**src/verilog/flash_row_writer_regs.svh**
```systemverilog
/*
 * Register offsets, field positions, reset values and timing counts of the
 * flash row writer. Assumes an Avalon-MM slave with a 32-bit word per register.
 */
`ifndef FLASH_ROW_WRITER_REGS_SVH
`define FLASH_ROW_WRITER_REGS_SVH

// ==========================================================
// Register byte offsets
`define FRW_ADDR_LOW_OFS   5'h00
`define FRW_ADDR_HIGH_OFS  5'h04
`define FRW_WDATA_LOW_OFS  5'h08
`define FRW_WDATA_HIGH_OFS 5'h0c
`define FRW_CONTROL_OFS    5'h10
`define FRW_UNLOCK_OFS     5'h14

// ==========================================================
// Control register fields
`define FRW_WRITE_ENABLE_BIT_BIT  0
`define FRW_CONFIG_SPACE_SELECT_BIT  1
`define FRW_LATCH_ONLY_BIT_BIT  2
`define FRW_ERASE_BIT 3
`define FRW_BUSY_BIT  4

// ==========================================================
// Reset values and constants
`define FRW_BLANK_WORD   14'h3fff
`define FRW_UNLOCK_KEY1  8'h55
`define FRW_UNLOCK_KEY2  8'haa
`define FRW_PROG_TIME_US 2
`define FRW_PROG_CYCLES  ((`FRW_PROG_TIME_US * 40) / 1)

`endif

```
**src/verilog/flash_row_writer_pkg.sv**
```systemverilog
/*
 * Types of the flash row writer.
 * Assumes the register header is included by the design file.
 */
`default_nettype none
package flash_row_writer_pkg;
	// ==========================================================
	// Sequencer states, Gray coded along idle-key-program-blank
	typedef enum logic [2:0] {
		ST_IDLE  = 3'b000,
		ST_KEY1  = 3'b001,
		ST_PROG  = 3'b011,
		ST_BLANK = 3'b010
	} seq_state_t;

	// ==========================================================
	// Request to the flash array
	typedef struct packed {
		logic        prog;
		logic        erase;
		logic [9:0]  row;
	} array_req_t;
endpackage
`default_nettype wire

```
**src/verilog/program_flash_row_writer.sv**
```systemverilog
/*
 * Flash row writer: latch bank, unlock sequence and row program/erase sequencer
 * behind an Avalon-MM slave. Assumes a flash array that accepts a row request
 * with the full latch bank and needs a fixed time to complete.
 */
// How it works
// - Starting a program never erases; software must only program blank words.
// - Erase works on whole rows, one row per operation, never single words.
// - One program writes at most the 32 latches of one row.
// - Row is address bits 14:5, the low five bits pick the latch.
// - Latch loading and programming stay inside the addressed row.
// - Completing a program resets every latch to 0x3FFF.
// - Completing an erase also resets every latch to 0x3FFF.
// - With latch-only set and erase clear, an unlock only copies the data pair into a latch.
// - With latch-only and erase both clear, an unlock loads the addressed latch and programs the row.
// - A broken unlock sequence loads nothing and starts nothing.
`timescale 1ns/1ps
`default_nettype none
`include "flash_row_writer_regs.svh"

module program_flash_row_writer #(
	parameter int LATCHES    = 32,
	parameter int WORD_W     = 14,
	parameter int PROG_TICKS = `FRW_PROG_CYCLES
) (
	input  wire logic                        ref_clk,
	input  wire logic                        rst_b,
	input  wire logic                        clk_en,
	input  wire logic [4:0]                  avs_address,
	input  wire logic                        avs_read,
	input  wire logic                        avs_write,
	input  wire logic [31:0]                 avs_writedata,
	output logic      [31:0]                 avs_readdata,
	output logic                             avs_waitrequest,
	output var flash_row_writer_pkg::array_req_t array_req,
	output logic      [LATCHES*WORD_W-1:0]   array_wdata,
	input  wire logic                        array_done
);
	localparam int LW = $clog2(LATCHES);

	// ==========================================================
	// Registers
	logic [7:0]        addr_low_reg;
	logic [6:0]        addr_high_reg;
	logic [7:0]        wdata_low_reg;
	logic [5:0]        wdata_high_reg;
	logic              write_enable_bit_reg;
	logic              config_space_select_reg;
	logic              latch_only_bit_reg;
	logic              erase_reg;
	logic              busy_reg;
	logic              ack_reg;
	// Waitrequest kept in its own flop so the port comes straight from a register
	logic              wait_reg;
	logic [31:0]       rdata_reg;
	logic [15:0]       tick_reg;
	logic [WORD_W-1:0] latch_reg [LATCHES];
	flash_row_writer_pkg::seq_state_t state_reg;
	flash_row_writer_pkg::seq_state_t state_next;
	flash_row_writer_pkg::array_req_t req_reg;

	// ==========================================================
	// Decode
	wire         wr_hit      = avs_write & ~ack_reg;
	wire         rd_hit      = avs_read & ~ack_reg;
	wire         wr_ctrl     = wr_hit && avs_address == `FRW_CONTROL_OFS;
	wire         wr_unlock   = wr_hit && avs_address == `FRW_UNLOCK_OFS;
	wire [7:0]   key_byte    = avs_writedata[7:0];
	wire         key_ok      = write_enable_bit_reg & ~busy_reg & ~config_space_select_reg;
	wire [9:0]   row_sel     = {addr_high_reg, addr_low_reg[7:5]};
	wire [LW-1:0] latch_sel  = addr_low_reg[LW-1:0];
	wire         unlock_done = wr_unlock && state_reg == flash_row_writer_pkg::ST_KEY1
		&& key_byte == `FRW_UNLOCK_KEY2 && key_ok;
	wire         load_latch  = unlock_done & ~erase_reg;
	wire         start_prog  = unlock_done & ~latch_only_bit_reg & ~erase_reg;
	wire         start_erase = unlock_done & erase_reg;
	wire         tick_over   = tick_reg >= 16'(PROG_TICKS);
	wire [WORD_W-1:0] load_word = {wdata_high_reg, wdata_low_reg};

	function automatic logic [31:0] read_mux(input logic [4:0] a, input logic [31:0] ctl,
		input logic [7:0] al, input logic [6:0] ah, input logic [7:0] dl, input logic [5:0] dh);
		case (a)
			`FRW_ADDR_LOW_OFS:   read_mux = {24'h0, al};
			`FRW_ADDR_HIGH_OFS:  read_mux = {25'h0, ah};
			`FRW_WDATA_LOW_OFS:  read_mux = {24'h0, dl};
			`FRW_WDATA_HIGH_OFS: read_mux = {26'h0, dh};
			`FRW_CONTROL_OFS:    read_mux = ctl;
			default:             read_mux = 32'h0;
		endcase
	endfunction

	wire [31:0] ctl_word = {27'h0, busy_reg, erase_reg, latch_only_bit_reg, config_space_select_reg, write_enable_bit_reg};
	wire [31:0] rd_value = read_mux(avs_address, ctl_word, addr_low_reg, addr_high_reg,
		wdata_low_reg, wdata_high_reg);

	// ==========================================================
	// Unlock and sequencer
	always_comb begin
		state_next = state_reg;
		case (state_reg)
			flash_row_writer_pkg::ST_IDLE: begin
				if (wr_unlock && key_byte == `FRW_UNLOCK_KEY1 && key_ok)
					state_next = flash_row_writer_pkg::ST_KEY1;
			end
			flash_row_writer_pkg::ST_KEY1: begin
				if (start_prog || start_erase)
					state_next = flash_row_writer_pkg::ST_PROG;
				else if (wr_hit || rd_hit)
					state_next = flash_row_writer_pkg::ST_IDLE;
			end
			flash_row_writer_pkg::ST_PROG: begin
				if (array_done || tick_over)
					state_next = flash_row_writer_pkg::ST_BLANK;
			end
			flash_row_writer_pkg::ST_BLANK: state_next = flash_row_writer_pkg::ST_IDLE;
			default: state_next = flash_row_writer_pkg::ST_IDLE;
		endcase
	end

	always_ff @(posedge ref_clk or negedge rst_b) begin
		if (!rst_b) begin
			state_reg <= flash_row_writer_pkg::ST_IDLE;
			busy_reg  <= 1'b0;
			tick_reg  <= 16'h0;
			req_reg   <= '0;
		end else if (clk_en) begin
			state_reg <= state_next;
			busy_reg  <= state_next == flash_row_writer_pkg::ST_PROG
				|| state_next == flash_row_writer_pkg::ST_BLANK;
			tick_reg  <= state_reg == flash_row_writer_pkg::ST_PROG ? tick_reg + 16'h1 : 16'h0;
			req_reg.prog  <= state_next == flash_row_writer_pkg::ST_PROG && (start_prog || req_reg.prog);
			req_reg.erase <= state_next == flash_row_writer_pkg::ST_PROG && (start_erase || req_reg.erase);
			if (unlock_done)
				req_reg.row <= row_sel;
		end
	end

	// ==========================================================
	// Latch bank
	genvar gi;
	generate
		for (gi = 0; gi < LATCHES; gi++) begin : g_latch
			always_ff @(posedge ref_clk or negedge rst_b) begin
				if (!rst_b) begin
					latch_reg[gi] <= `FRW_BLANK_WORD;
				end else if (clk_en) begin
					if (state_reg == flash_row_writer_pkg::ST_BLANK)
						latch_reg[gi] <= `FRW_BLANK_WORD;
					// Only the addressed latch of the row
					else if (load_latch && latch_sel == LW'(gi))
						latch_reg[gi] <= load_word;
				end
			end
			// Full bank goes to the row
			assign array_wdata[gi*WORD_W +: WORD_W] = latch_reg[gi];
		end
	endgenerate

	// ==========================================================
	// Avalon slave: one wait cycle, answer on the second edge
	always_ff @(posedge ref_clk or negedge rst_b) begin
		if (!rst_b) begin
			addr_low_reg   <= 8'h0;
			addr_high_reg  <= 7'h0;
			wdata_low_reg  <= 8'h0;
			wdata_high_reg <= 6'h0;
			write_enable_bit_reg       <= 1'b0;
			config_space_select_reg       <= 1'b0;
			latch_only_bit_reg       <= 1'b0;
			erase_reg      <= 1'b0;
			ack_reg        <= 1'b0;
			wait_reg       <= 1'b1;
			rdata_reg      <= 32'h0;
		end else if (clk_en) begin
			ack_reg  <= (avs_read | avs_write) & ~ack_reg;
			wait_reg <= ~((avs_read | avs_write) & ~ack_reg);
			if (rd_hit)
				rdata_reg <= rd_value;
			if (wr_hit && !busy_reg) begin
				case (avs_address)
					`FRW_ADDR_LOW_OFS:   addr_low_reg   <= avs_writedata[7:0];
					`FRW_ADDR_HIGH_OFS:  addr_high_reg  <= avs_writedata[6:0];
					`FRW_WDATA_LOW_OFS:  wdata_low_reg  <= avs_writedata[7:0];
					`FRW_WDATA_HIGH_OFS: wdata_high_reg <= avs_writedata[5:0];
					default: ;
				endcase
			end
			if (wr_ctrl) begin
				write_enable_bit_reg  <= avs_writedata[`FRW_WRITE_ENABLE_BIT_BIT];
				config_space_select_reg  <= avs_writedata[`FRW_CONFIG_SPACE_SELECT_BIT];
				latch_only_bit_reg  <= avs_writedata[`FRW_LATCH_ONLY_BIT_BIT];
				erase_reg <= avs_writedata[`FRW_ERASE_BIT];
			end
		end
	end

	assign avs_waitrequest = wait_reg;
	assign avs_readdata    = rdata_reg;
	assign array_req       = req_reg;
endmodule // program_flash_row_writer
`default_nettype wire

```
**config.mk**
```make
export PLATFORM = sky130hd
export DESIGN_NAME = program_flash_row_writer
export DESIGN_NICKNAME = d
export VERILOG_FILES = /design/src/verilog/flash_row_writer_pkg.sv /design/src/verilog/program_flash_row_writer.sv
export VERILOG_INCLUDE_DIRS = /design/src /design/src/verilog
export SDC_FILE = /design/constraint.sdc
export NUM_CORES = 1
export LEC_CHECK = 0
export BUFFER_PORTS_ARGS = -buffer_cell sky130_fd_sc_hd__buf_2
export CAP_MARGIN = 20
export CORE_MARGIN = 4
export CORE_UTILIZATION = 54
export DETAILED_ROUTE_END_ITERATION = 8
export PLACE_DENSITY = 0.89
export SLEW_MARGIN = 30
export SYNTH_ARGS = -nofsm -noshare
export SYNTH_HDL_FRONTEND = slang
export SYNTH_SLANG_ARGS = --single-unit
```
**constraint.sdc**
```tcl
create_clock -name ref_clk -period 2.5 [get_ports ref_clk]
set_input_delay 0 -clock ref_clk [delete_from_list [all_inputs] [get_ports ref_clk]]
set_output_delay 0 -clock ref_clk [all_outputs]
set_load 0.005 [all_outputs]
```
==> summary.txt <==
Status
  – Status: completed

Worst setup path
  – Crit-path max FO: 28
  – Crit path arrival time: 2760 ps
  – Kind of critical path: in -> reg
  – CP endpoint kind: flop
  – CP required: 2960 ps
  – Crit start category: input port

Detailed routing
  – DRT Wirelength: 70340 microns
  – Routed len/inst: 23.88 microns
  – Vias post-DR: 18.06k
  – Drc violations: 0
  – Iter 0 DRT Violations: 1896
  – Via density: 6.132
  – First drt pass iteration count: 6
  – Routed Antenna Nets: 0

Cells and area
  – Largest register FFs: 448
  – Register area: 0.01365 sq mm
  – Ratio of cells with drive above 1 in the final layout: 53.26%
  – Multi-input gate area: 0.007316 sq mm
  – # fillers: 2623
  – N_diodes: 0
  – Final core utilization: 67.81%
  – Synth-to-Final Area Change: 23.56%
  – Fin nets: 2427

Yosys
  – Share of the synthesized area in the top cell type: 53.86%
  – Top post-synthesis cells by count: dfstp_2 (449), nor3_1 (437), a21oi_1 (368), clkbuf_1 (79), dfrtp_1 (74)
  – Sequential area share after synthesis: 62.31%
  – Yosys reg bits: 523
  – Synth cell types: 48
  – Synth top area cells: dfstp_2 (54%), nor3_1 (10%), dfrtp_1 (8.5%), a21oi_1 (8.4%), a21oi_2 (2.8%)
  – Cell taking the most area after synthesis: dfstp_2
  – Syn_area_per_cell: 11.53 sq um
  – Yosys synthesis warning count: 0
  – Netlist Area Pre-Place: 0.02190 sq mm
  – Top-count cell post-synth: dfstp_2
  – Synth Flop Type: dfstp_2
  – Post-synth EDFFs: 0
  – FFs w/ async S/R, synth: 100.0%
  – Post-Synthesis Cells: 1900

Power and ir drop
  – Cell Pwr Density: 824.9 mW/mm^2
  – Static Leak: 12.22 nW
  – Clock group share of total power: 35.4%
  – Peak VDD IR: 0.5643 mV
  – Internal: 16.38 mW
  – Sw Pwr: 5.946 mW
  – Comb pwr share: 16.0%
  – Sequential power share: 48.7%
  – Sw Ratio: 26.63%
  – Pwr Total: 22.33 mW

STA
  – Clock skew: 14.66 ps
  – Setup total negative slack: 0 ps
  – Max Freq: 0.4344 GHz
  – Least-Margin Pin Slew: 773.9 ps
  – Worst hold slack: 68.23 ps
  – RSZ-0062 raised after global routing: false
  – Final min period: 2302 ps
  – Final setup vio count: 0
  – Final Hold Fails: 0
  – Crit share post-route: 92.09%
  – Relative slew slack: 48.40%
  – Pins Over Slew Limit: 0

Place
  – Final GP Congestion: 0.8643
  – IO buf count: 487
  – Post-DP HPWL: 45860 microns

Global routing
  – Number of global-route vias before repair: 18.26k
  – Met3 global-route usage: 7.623%
  – GRT Util Overall: 30.87%
  – GR Util met1: 37.07%
  – GRT overflow: 0
  – Busiest grt layer: met2
  – Largest net degree at the start of global routing: 90
  – First-pass GRT wire length: 106600 microns
  – GR Util met2: 50.50%
  – Initial antenna violation count: 0

Floorplan
  – Site Rows: 73
  – Core Box Area: 0.03991 sq mm
  – Die Ht: 209.4 microns
  – Die W: 209.4 microns
  – Die footprint: 0.04385 sq mm
  – IO Count: 536
  – Initial core utilization: 54.88%

CTS
  – Sink Count: 523
  – TritonCTS Buffers: 52
  – Clock-pin slew on the worst setup and hold paths: 60 ps
  – Clock Latency Late Sink: 570 ps
  – Deepest clock path buffer count: 3
  – CTS tree: yes
  – Clock Root Buffer: clkbuf_16
  – Max H-tree Level: 2

Job
  – Max Cap Violations: 0

Hold path
  – Hold Path Class: in -> reg
-- path summary, 6_finish.rpt --
path,end,slack [ps],cells after the start,from
hold / removal,avs_readdata[5]$_DFFE_PN0P_,70,4,avs_address[2]
setup / recovery,array_wdata[5]$_DFFE_PN1P_,200,9,avs_writedata[7]
hold reg to reg,array_req[5]$_DFFE_PN0P_,510,1,array_req[5]$_DFFE_PN0P_
max in group asynchronous,array_wdata[292]$_DFFE_PN1P_,1440,3,rst_b
setup reg to reg,array_req[1]$_DFFE_PN0P_,210,5,ack_reg$_DFFE_PN0P_
min in group asynchronous,addr_low_reg[1]$_DFFE_PN0P_,120,2,rst_b
-- critical path, cell delays in order --
cell and delay, ps:
dlygate4sd3_1 580, buf_2 180, nor4bb_2 490, buf_4 270, nand4_4 310, nor3_4 310
buf_12 210, nor3_1 120, a21oi_1 260
-- power by group through the flow --
stage	registers [mW]	clock network, mW	logic [mW]
after floorplan	10.9	0	1.47
after global placement	10.8	0	3.31
after detailed placement	10.9	0	3.47
after CTS	10.8	7.96	3.54
after global routing	11.0	8.36	3.83
final	10.9	7.90	3.56
-- cell usage in the layout (no fill, tap or decap), types with 31 or more instances in the layout --
master | netlist | layout
a21oi_1 | 368 | 368
a21oi_2 | 71 | 71
buf_2 | 47 | 486
buf_4 | 47 | 72
clkbuf_16 | 0 | 53
dfrtp_1 | 74 | 74
dfstp_2 | 449 | 449
mux2_2 | 48 | 48
nand2_1 | 31 | 31
nor2_1 | 49 | 35
nor3_1 | 437 | 436
nor3_4 | 31 | 31
-- what timing repair did --
action | CTS | global route
gates resized for setup | 0 | 0
buffers inserted | 0 | 1
endpoints found under the hold margin | 174 | 0
endpoints found under the setup margin | 0 | 5
hold buffers | 16 | 0
-- layout make-up --
cell class                 instances  area share, %
inverter                           7        0.09708
tap                              525          2.427
multi-input combinational       1196          27.03
clock buffer                      81          5.770
sequential                       523          50.43
clock inverter                    11         0.6149
timing repair buffer             602          13.63
-- cells by family after synthesis --
logic type                 count (synthesis)  synth area share, %
DFF                                      523                62.31
muxes                                     62                3.107
AOI/OAI and AO/OA                        481                12.59
adders and majority gates                  2               0.1142
xor gates and xnor gates                  11               0.4398
other                                      1              0.01712
and+or+nand+nor                          616                16.12
buffers and inverters                    204                5.295
-- routing by layer --
layer	vias up	routed length, microns
li1	7715	-
met1	8861	24680
met5	-	0
met4	0	4681
met3	327	6740
met2	1156	34240
-- stage by stage --
step                instances  worst slack [ps]  area, sq um
finish                   2945             197.7        27060
global route             2945             46.50        27060
CTS                      2944             85.92        27040
detailed placement       2836             143.3        25160
global placement         2836             264.0        25160
floorplan                1923             416.3        21990
No activity file was read; power rests on OpenSTA's default activity.
